$ cat src/rtl/fsc_pkg.sv
// Purpose: Shared constants, types and helpers for flow conditioning
// Assumes: 50 MHz clock, one flow sample every 8 ms
// Notes:   Flow values are signed two's complement
package fsc_pkg;
   localparam int FSC_W         = 24;
   localparam int FSC_CLK_NS    = 20;
   localparam int FSC_MS_NS     = 1000000;
   localparam int FSC_HOLD_MS   = 3000;
   localparam int FSC_ALT_MS    = 7000;
   localparam int FSC_TAU_MS    = 1000;
   localparam int FSC_SAMPLE_SH = 3;
   localparam int FSC_FIFO_D    = 8;
   localparam logic [FSC_W-1:0] FSC_FULL_SCALE = 24'h40_0000;
   localparam logic [FSC_W-1:0] FSC_CUTOFF_DEF = FSC_W'(FSC_FULL_SCALE * 5 / 1000);
   localparam logic [FSC_W-1:0] FSC_STEP_DEF   = FSC_W'(FSC_FULL_SCALE * 99 / 100);
   localparam int FSC_K_MENU  = 0;
   localparam int FSC_K_RESET = 1;
   localparam int FSC_K_DISP  = 2;
   localparam int FSC_K_INFO  = 3;

   typedef enum logic [1:0] {
      FSC_VC_FLOW_TOTAL = 2'h0,
      FSC_VC_DENS_TEMP  = 2'h1
   } fsc_view_t;
   typedef enum logic [1:0] {
      FSC_U_MASS = 2'h0, FSC_U_MASS_RATE = 2'h1, FSC_U_VOL = 2'h2, FSC_U_VOL_RATE = 2'h3
   } fsc_unit_t;
   typedef enum logic [1:0] {
      FSC_S_IDLE = 2'b00, FSC_S_PRIM = 2'b01, FSC_S_DISP = 2'b10, FSC_S_OUT = 2'b11
   } fsc_phase_t;

   typedef struct packed {
      logic                    valid;
      logic signed [FSC_W-1:0] flow;
      logic signed [FSC_W-1:0] disp;
      logic                    hold;
   } fsc_flow_t;

   typedef struct packed {
      logic              [15:0] flow_tau_ms;
      logic              [15:0] disp_tau_ms;
      logic         [FSC_W-1:0] cutoff;
      logic         [FSC_W-1:0] step;
      logic                     batch_key_en;
      fsc_view_t                view1;
      fsc_view_t                view2;
      logic                     alt_mode;
   } fsc_cfg_t;

   function automatic logic [FSC_W:0] fsc_abs(input logic signed [FSC_W:0] v);
      fsc_abs = v[FSC_W] ? -v : v;
   endfunction

   function automatic logic signed [FSC_W-1:0] fsc_lp(input logic signed [FSC_W-1:0] y,
                                                      input logic signed [FSC_W-1:0] x,
                                                      input logic [3:0] k);
      logic signed [FSC_W:0] d;
      logic signed [FSC_W:0] s;
      d = {x[FSC_W-1], x} - {y[FSC_W-1], y};
      d = d >>> k;
      s = {y[FSC_W-1], y} + d;
      fsc_lp = s[FSC_W-1:0];
   endfunction

   function automatic logic [3:0] fsc_tau_shift(input logic [15:0] tau_ms);
      logic [15:0] q;
      q = tau_ms >> FSC_SAMPLE_SH;
      fsc_tau_shift = 4'h0;
      for (int i = 0; i < 15; i++) begin
         if (q > (16'h0001 << i)) fsc_tau_shift = 4'(i + 1);
      end
   endfunction
endpackage

$ cat src/rtl/fsc_fifo.sv
// Purpose: Sample FIFO with valid/ready on both sides
// Assumes: Depth is a power of two
// Notes:   Pointers carry one extra wrap bit
`timescale 1ns/10ps
module fsc_fifo #(
   parameter int W = 24,
   parameter int D = 8
) (
   input  wire logic         sys_clk,
   input  wire logic         rst,
   input  wire logic         in_valid,
   input  wire logic [W-1:0] in_data,
   output logic              in_ready,
   output logic              out_valid,
   output logic      [W-1:0] out_data,
   input  wire logic         out_ready
);
   localparam int AW = $clog2(D);
   typedef struct packed {
      logic [D-1:0][W-1:0] mem;
      logic [AW:0]         wp;
      logic [AW:0]         rp;
   } fsc_fifo_st_t;
   fsc_fifo_st_t r, next_r;

   assign in_ready  = (r.wp - r.rp) != (AW+1)'(D);
   assign out_valid = r.wp != r.rp;
   assign out_data  = r.mem[r.rp[AW-1:0]];

   always_comb begin
      next_r = r;
      if (in_valid && in_ready) begin
         next_r.mem[r.wp[AW-1:0]] = in_data;
         next_r.wp = r.wp + 1'b1;
      end
      if (out_valid && out_ready) next_r.rp = r.rp + 1'b1;
   end

   always_ff @(posedge sys_clk or posedge rst) begin
      if (rst) r <= '0;
      else r <= next_r;
   end
endmodule // fsc_fifo

$ cat src/rtl/fsc_lpf.sv
// Purpose: Recursive first-order smoothing stage
// Assumes: One update per enable, coefficient 2^-k
// Notes:   Load replaces the state outright
`timescale 1ns/10ps
module fsc_lpf
   import fsc_pkg::*;
(
   input  wire logic                    sys_clk,
   input  wire logic                    rst,
   input  wire logic                    en,
   input  wire logic                    load,
   input  wire logic signed [FSC_W-1:0] x,
   input  wire logic              [3:0] k,
   output logic signed      [FSC_W-1:0] y
);
   typedef struct packed {
      logic signed [FSC_W-1:0] y;
   } fsc_lpf_st_t;
   fsc_lpf_st_t r, next_r;

   assign y = r.y;

   always_comb begin
      next_r = r;
      if (en && load) next_r.y = x;
      else if (en) next_r.y = fsc_lp(r.y, x, k);
   end

   always_ff @(posedge sys_clk or posedge rst) begin
      if (rst) r <= '0;
      else r <= next_r;
   end
endmodule // fsc_lpf

$ cat src/rtl/fsc_top.sv
// Function
// - Mass mode accepts only mass units
// - Subtract stored zero offset from sample
// - Filters are first-order, set by tau
// - Primary filter feeds all outputs, 1 s
// - Readout filter smooths display only, 1 s
// - Below cutoff: zero flow, hold totals
// - Cutoff default half percent full scale
// - Small jump keeps primary filter running
// - Large jump reloads primary filter state
// - Jump threshold default ninety-nine percent
// - Menu key held 3 s opens menu
// - Reset key clears batch when enabled
// - Batch clear key disabled by default
// - Info key opens diagnostics
// - Two views, factory flow/total, density/temp
// - Fixed mode: display key toggles view
// - Alternate mode switches every 7 s
// - Alternate mode ignores display key
//
// Purpose: Flow conditioning and measuring-mode key handling
// Assumes: Keys are debounced, active high, synchronous
// Notes:   Config ports apply only while cfg_custom is high
`timescale 1ns/10ps
module fsc_top
   import fsc_pkg::*;
#(
   parameter int TICK_CYCLES = FSC_MS_NS / FSC_CLK_NS,
   parameter int HOLD_MS     = FSC_HOLD_MS,
   parameter int ALT_MS      = FSC_ALT_MS
) (
   input  wire logic                    sys_clk,
   input  wire logic                    rst,
   input  wire logic                    sample_valid,
   input  wire logic        [FSC_W-1:0] sample_shift,
   output logic                         sample_ready,
   input  wire logic        [FSC_W-1:0] zero_offset,
   input  wire logic                    mass_mode,
   input  wire fsc_pkg::fsc_unit_t      unit_req,
   output logic                         unit_ok,
   input  wire logic                    cfg_custom,
   input  wire fsc_pkg::fsc_cfg_t       cfg,
   input  wire logic                    meas_mode,
   input  wire logic              [3:0] keys,
   output fsc_pkg::fsc_flow_t           flow_o,
   input  wire logic                    flow_ready,
   output logic                         menu_open,
   output logic                         diag_open,
   output logic                         batch_clear,
   output logic                         view_sel,
   output fsc_pkg::fsc_view_t           view_content
);
   typedef struct packed {
      fsc_phase_t              phase;
      logic signed [FSC_W-1:0] corr;
      fsc_flow_t               out;
      logic              [3:0] key_prev;
      logic             [15:0] tick_cnt;
      logic             [12:0] hold_ms;
      logic                    hold_done;
      logic             [12:0] alt_ms;
      logic                    view;
      fsc_view_t               view_c;
      logic                    menu;
      logic                    diag;
      logic                    bclr;
      logic                    unit_ok;
   } fsc_st_t;
   fsc_st_t r, next_r;

   ////////////////////////////////////////////////////////////////////////////
   // Effective configuration
   fsc_cfg_t                cfg_e;
   logic              [3:0] k_flow;
   logic              [3:0] k_disp;
   logic                    fifo_valid;
   logic        [FSC_W-1:0] fifo_data;
   logic                    pop;
   logic                    prim_en;
   logic                    disp_en;
   logic                    jump;
   logic signed [FSC_W-1:0] y_prim;
   logic signed [FSC_W-1:0] y_disp;
   logic              [3:0] press;
   logic                    ms_tick;

   always_comb begin
      cfg_e              = cfg;
      if (!cfg_custom) begin
         cfg_e.flow_tau_ms  = 16'(FSC_TAU_MS);
         cfg_e.disp_tau_ms  = 16'(FSC_TAU_MS);
         cfg_e.cutoff       = FSC_CUTOFF_DEF;
         cfg_e.step         = FSC_STEP_DEF;
         cfg_e.batch_key_en = 1'b0;
         cfg_e.view1        = FSC_VC_FLOW_TOTAL;
         cfg_e.view2        = FSC_VC_DENS_TEMP;
         cfg_e.alt_mode     = 1'b0;
      end
   end

   assign k_flow  = fsc_tau_shift(cfg_e.flow_tau_ms);
   assign k_disp  = fsc_tau_shift(cfg_e.disp_tau_ms);
   assign press   = keys & ~r.key_prev;
   assign ms_tick = r.tick_cnt == 16'(TICK_CYCLES - 1);

   ////////////////////////////////////////////////////////////////////////////
   // Sample buffer and filters
   fsc_fifo #(
      .W (FSC_W),
      .D (FSC_FIFO_D)
   ) u_fifo (
      .sys_clk   (sys_clk),
      .rst       (rst),
      .in_valid  (sample_valid),
      .in_data   (sample_shift),
      .in_ready  (sample_ready),
      .out_valid (fifo_valid),
      .out_data  (fifo_data),
      .out_ready (pop)
   );

   fsc_lpf u_prim (
      .sys_clk (sys_clk),
      .rst     (rst),
      .en      (prim_en),
      .load    (jump),
      .x       (r.corr),
      .k       (k_flow),
      .y       (y_prim)
   );

   fsc_lpf u_disp (
      .sys_clk (sys_clk),
      .rst     (rst),
      .en      (disp_en),
      .load    (1'b0),
      .x       (y_prim),
      .k       (k_disp),
      .y       (y_disp)
   );

   assign flow_o       = r.out;
   assign menu_open    = r.menu;
   assign diag_open    = r.diag;
   assign batch_clear  = r.bclr;
   assign view_sel     = r.view;
   assign view_content = r.view_c;
   assign unit_ok      = r.unit_ok;

   ////////////////////////////////////////////////////////////////////////////
   // Next state
   always_comb begin
      next_r      = r;
      next_r.menu = 1'b0;
      next_r.diag = 1'b0;
      next_r.bclr = 1'b0;
      pop         = 1'b0;
      prim_en     = 1'b0;
      disp_en     = 1'b0;
      jump        = 1'b0;
      if (r.out.valid && flow_ready) next_r.out.valid = 1'b0;
      case (r.phase)
         FSC_S_IDLE: begin
            if (fifo_valid && !r.out.valid) begin
               pop          = 1'b1;
               next_r.corr  = fifo_data - zero_offset;
               next_r.phase = FSC_S_PRIM;
            end
         end
         FSC_S_PRIM: begin
            prim_en      = 1'b1;
            jump         = fsc_abs({r.corr[FSC_W-1], r.corr} - {y_prim[FSC_W-1], y_prim})
                           > {1'b0, cfg_e.step};
            next_r.phase = FSC_S_DISP;
         end
         FSC_S_DISP: begin
            disp_en      = 1'b1;
            next_r.phase = FSC_S_OUT;
         end
         FSC_S_OUT: begin
            next_r.out.hold  = fsc_abs({y_prim[FSC_W-1], y_prim}) < {1'b0, cfg_e.cutoff};
            next_r.out.flow  = next_r.out.hold ? '0 : y_prim;
            next_r.out.disp  = next_r.out.hold ? '0 : y_disp;
            next_r.out.valid = 1'b1;
            next_r.phase     = FSC_S_IDLE;
         end
         default: next_r.phase = FSC_S_IDLE;
      endcase

      next_r.key_prev = keys;
      next_r.tick_cnt = ms_tick ? 16'h0000 : r.tick_cnt + 16'h0001;
      if (meas_mode && keys[FSC_K_MENU]) begin
         if (ms_tick && !r.hold_done) begin
            if (r.hold_ms == 13'(HOLD_MS - 1)) begin
               next_r.menu      = 1'b1;
               next_r.hold_done = 1'b1;
            end else begin
               next_r.hold_ms = r.hold_ms + 13'h0001;
            end
         end
      end else begin
         next_r.hold_ms   = 13'h0000;
         next_r.hold_done = 1'b0;
      end
      if (meas_mode) begin
         if (press[FSC_K_RESET] && cfg_e.batch_key_en) next_r.bclr = 1'b1;
         if (press[FSC_K_INFO]) next_r.diag = 1'b1;
         if (cfg_e.alt_mode) begin
            if (ms_tick) begin
               if (r.alt_ms == 13'(ALT_MS - 1)) begin
                  next_r.alt_ms = 13'h0000;
                  next_r.view   = ~r.view;
               end else begin
                  next_r.alt_ms = r.alt_ms + 13'h0001;
               end
            end
         end else begin
            next_r.alt_ms = 13'h0000;
            if (press[FSC_K_DISP]) next_r.view = ~r.view;
         end
      end
      next_r.view_c  = next_r.view ? cfg_e.view2 : cfg_e.view1;
      next_r.unit_ok = mass_mode ? (unit_req == FSC_U_MASS || unit_req == FSC_U_MASS_RATE)
                                 : (unit_req == FSC_U_VOL || unit_req == FSC_U_VOL_RATE);
   end

   always_ff @(posedge sys_clk or posedge rst) begin
      if (rst) r <= '0;
      else r <= next_r;
   end
endmodule // fsc_top

$ cat config.mk
export PLATFORM = sky130hd
export DESIGN_NAME = fsc_top
export DESIGN_NICKNAME = d
export VERILOG_FILES = /design/src/rtl/fsc_pkg.sv /design/src/rtl/fsc_fifo.sv /design/src/rtl/fsc_lpf.sv /design/src/rtl/fsc_top.sv
export SDC_FILE = /design/constraint.sdc
export NUM_CORES = 1
export LEC_CHECK = 0
export BUFFER_PORTS_ARGS = -buffer_cell sky130_fd_sc_hd__buf_2
export CAP_MARGIN = 20
export CORE_MARGIN = 3
export CORE_UTILIZATION = 40
export CTS_CLUSTER_DIAMETER = 200
export DETAILED_ROUTE_END_ITERATION = 10
export PLACE_DENSITY = 0.61
export REMOVE_ABC_BUFFERS = 1
export SETUP_SLACK_MARGIN = 0.02
export SLEW_MARGIN = 20
export SYNTH_ARGS = -nofsm -noshare
export SYNTH_HDL_FRONTEND = slang
export SYNTH_SLANG_ARGS = --single-unit
$ cat constraint.sdc
create_clock -name sys_clk -period 15.85 [get_ports sys_clk]
set_input_delay 2.3775 -clock sys_clk [delete_from_list [all_inputs] [get_ports sys_clk]]
set_output_delay 2.3775 -clock sys_clk [all_outputs]
set_load 0.02 [all_outputs]
==> results.toml <==
[global_routing]
grt.overflow.total = 0
grtUsageTotal_pct = 20.4
grt_pass1_vias = 21900
antenna_found_initial = 6
grt_pass1_wl_um = 122000
grt_max_degree = 106

[drt]
drc_errors = 0
post_drt_wl_per_cell_um = 18.7
vias = 22600
drtAntennaViolNets = 0
wirelength_um = 76000
drtIter0Drc = 1577
vias_per_cell = 5.56
drtPass1Iterations = 6

[critical_path]
cp-endpoint = "u_disp.y[23]$_DFFE_PP0P_"
cp_max_fo = 48
critPathTopFamily = "compound AO/OA/AOI/OAI gates"
crit_path_start = "cfg_custom"
r2r_cells = 27
critPathRequiredTime_ns = 16.32
critPathMaxStageDelay_ns = 0.65
end_kind = "flop"
reg2reg_slack_ns = 7.88
critPathBufInv = 2
crit_arrival_ns = 9.80
crit_chain = "buf_2, buf_4, or3b_1, o41a_1, o21a_1, a21oi_1, or2_2, and2_1, mux2i_1, a21oi_1, mux2_2, o21ai_0, ha_1, a21o_1, a2111oi_0, o211ai_1, a41oi_1, o21ai_0, a2111o_1, a311oi_1, nand2b_1, mux2i_1, xnor2_1"
r2r-start = "u_prim.y[0]$_DFFE_PP0P_"
critPathSlowestCell = "a2111oi_0"
start_kind = "input port"
reg2reg_to = "u_disp.y[23]$_DFFE_PP0P_"
crit_type = "input port to flop"
path_depth = 23

[synth]
synthArstFlopShare_pct = 100
syn_inst = 3003
synth_compound_area_share_pct = 17.1
synthMuxAreaShare_pct = 16.6
ys_seq_area_share_pct = 33.6
synthFlopType = "dfrtp_1"
yosysTopAreaCell = "dfrtp_1"
synth.most_common_cell = "dfrtp_1"
synth_area_per_cell_sq_um = 9.36
synthTopCellsByArea = "dfrtp_1, mux2_2, ha_1, nand2_1, mux4_2"
synth_edf_count = 0
synth_common_cells = "dfrtp_1, nand2_1, mux2_2"
synth_top_family_by_area = "compound AO/OA/AOI/OAI gates"
synth_top_area_share_pct = 33.6
synth_cell_types = 96
synth-xor-area-share_pct = 5.11
synthesis.area_sq_um = 28100
synth-simple-area-share_pct = 14.1
ys_seq_elements = 377
yosysWarnings = 0
synth_fa_ha_area_share_pct = 8.37

[sta]
final.setup.tns_ns = 0
hold_viol = 0
layout_setup_ws_ns = 6.52
setup_viol = 0
rsz0062_at_grt = "no"
slew_viol_final = 0
skew_ns = 0.0283
fin_crit_sh_pct = 58.9
relSlewSlack_pct = 34.1
clock.fmax_mhz = 107
finalCriticalPeriod_ns = 9.33
worst_pin_slew_ns = 0.988

[layout]
drive_gt1_share_pct = 21.5
area_growth_pct = 11.4
layout.nets = 3425
design_area_sq_um = 31300

[floorplan]
core_region_area_sq_um = 69100
pin_count = 205
die_y_um = 271
dieArea_sq_um = 73500
initial_core_util_pct = 40.7
die_w_um = 271
row_count = 96

[clock_tree]
cts_resized = 0
cts-buffers-inserted = 46
cts-root-buf = "clkbuf_16"
hold_buffers = 0
cts_tree = "built"
post_cts_buffers = 0
h-tree-depth = 2
clockBufferDepth = 3
cts_sinks = 377
clk_pin_slew_ns = 0.06
clock_latency_ns = 0.60

[run_status]
status = "finished, final reports clean"

[hold_path]
min_path_type = "flop to flop"
hold_path_depth = 1

[place]
port_buffers = 197
place_ws_ns = 6.07
gp_congestion = 0.897
placed_area_sq_um = 29700
dp_hpwl_um = 54800

[job]
drv_cap = 0
-- cell usage in the layout, fill, tap and decap left out, types with 28 or more instances in the layout --
master	netlist	layout
clkbuf_16	0	46
ha_1	180	178
o21a_1	29	29
mux2_2	260	260
a21o_1	53	53
mux4_2	48	48
nand2_1	317	317
dfrtp_1	377	375
nand2b_1	28	28
mux2i_1	58	58
xnor2_1	100	100
nor2_1	203	203
buf_4	54	36
o21ai_0	159	159
nand4_1	37	37
xor2_1	62	62
nand3_1	72	72
buf_2	9	197
inv_1	133	132
a211oi_1	34	32
nor3_1	47	47
a21oi_1	187	187
-- state kept, by name, indices dropped and copies added, names as in the netlist --
signal,flops
u_fifo.r,200
r,72
flow_o,50
u_disp.y,24
u_prim.y,24
view_content,2
batch_clear,1
diag_open,1
menu_open,1
unit_ok,1
view_sel,1
-- cell type report --
type / count / area [sq um]
Antenna cell: 1 / 2.50
Clock buffer: 65 / 1280
Clock inverter: 19 / 352
Fill cell: 6672 / 37800
Inverter: 134 / 510
Multi-Input combinational cell: 2301 / 17300
Sequential cell: 377 / 9440
Tap cell: 931 / 1160
Timing Repair Buffer: 233 / 1260
-- worst min-delay path by stage --
stage                         start               to
CTS                 r[34]$_DFF_PP0_  r[34]$_DFF_PP0_
global placement    r[34]$_DFF_PP0_  r[34]$_DFF_PP0_
finish              r[34]$_DFF_PP0_  r[34]$_DFF_PP0_
global route        r[34]$_DFF_PP0_  r[34]$_DFF_PP0_
floorplan           r[34]$_DFF_PP0_  r[34]$_DFF_PP0_
detailed placement  r[34]$_DFF_PP0_  r[34]$_DFF_PP0_
-- metrics by stage --
stage	instances	utilization, %	hold WS [ns]
after floorplan	2812	-	0.425
after global placement	3976	42.9	0.449
after detailed placement	3976	42.9	0.454
after CTS	4060	45.3	0.461
after global routing	4061	45.3	0.477
final	4061	45.3	0.455
-- logic make-up after synthesis --
logic type | after synthesis
XOR/XNOR | 163
adder cells (fa/ha/maj) | 185
flip-flops | 377
AND/OR/NAND/NOR | 850
multiplexers | 372
buffers and inverters | 325
AO/OA/AOI/OAI | 731
-- layer usage --
layer	share of wire (%)	routed length, um	global-route usage [%]
met5	0.097	74	0
met4	2.7	2020	5.75
met3	4.5	3410	2.96
met2	48	36200	34.1
met1	45	34300	27.6
Power is left out: the tool's default activity adds up to more than one toggle a clock period on the data nets, which glitch-free logic cannot reach.
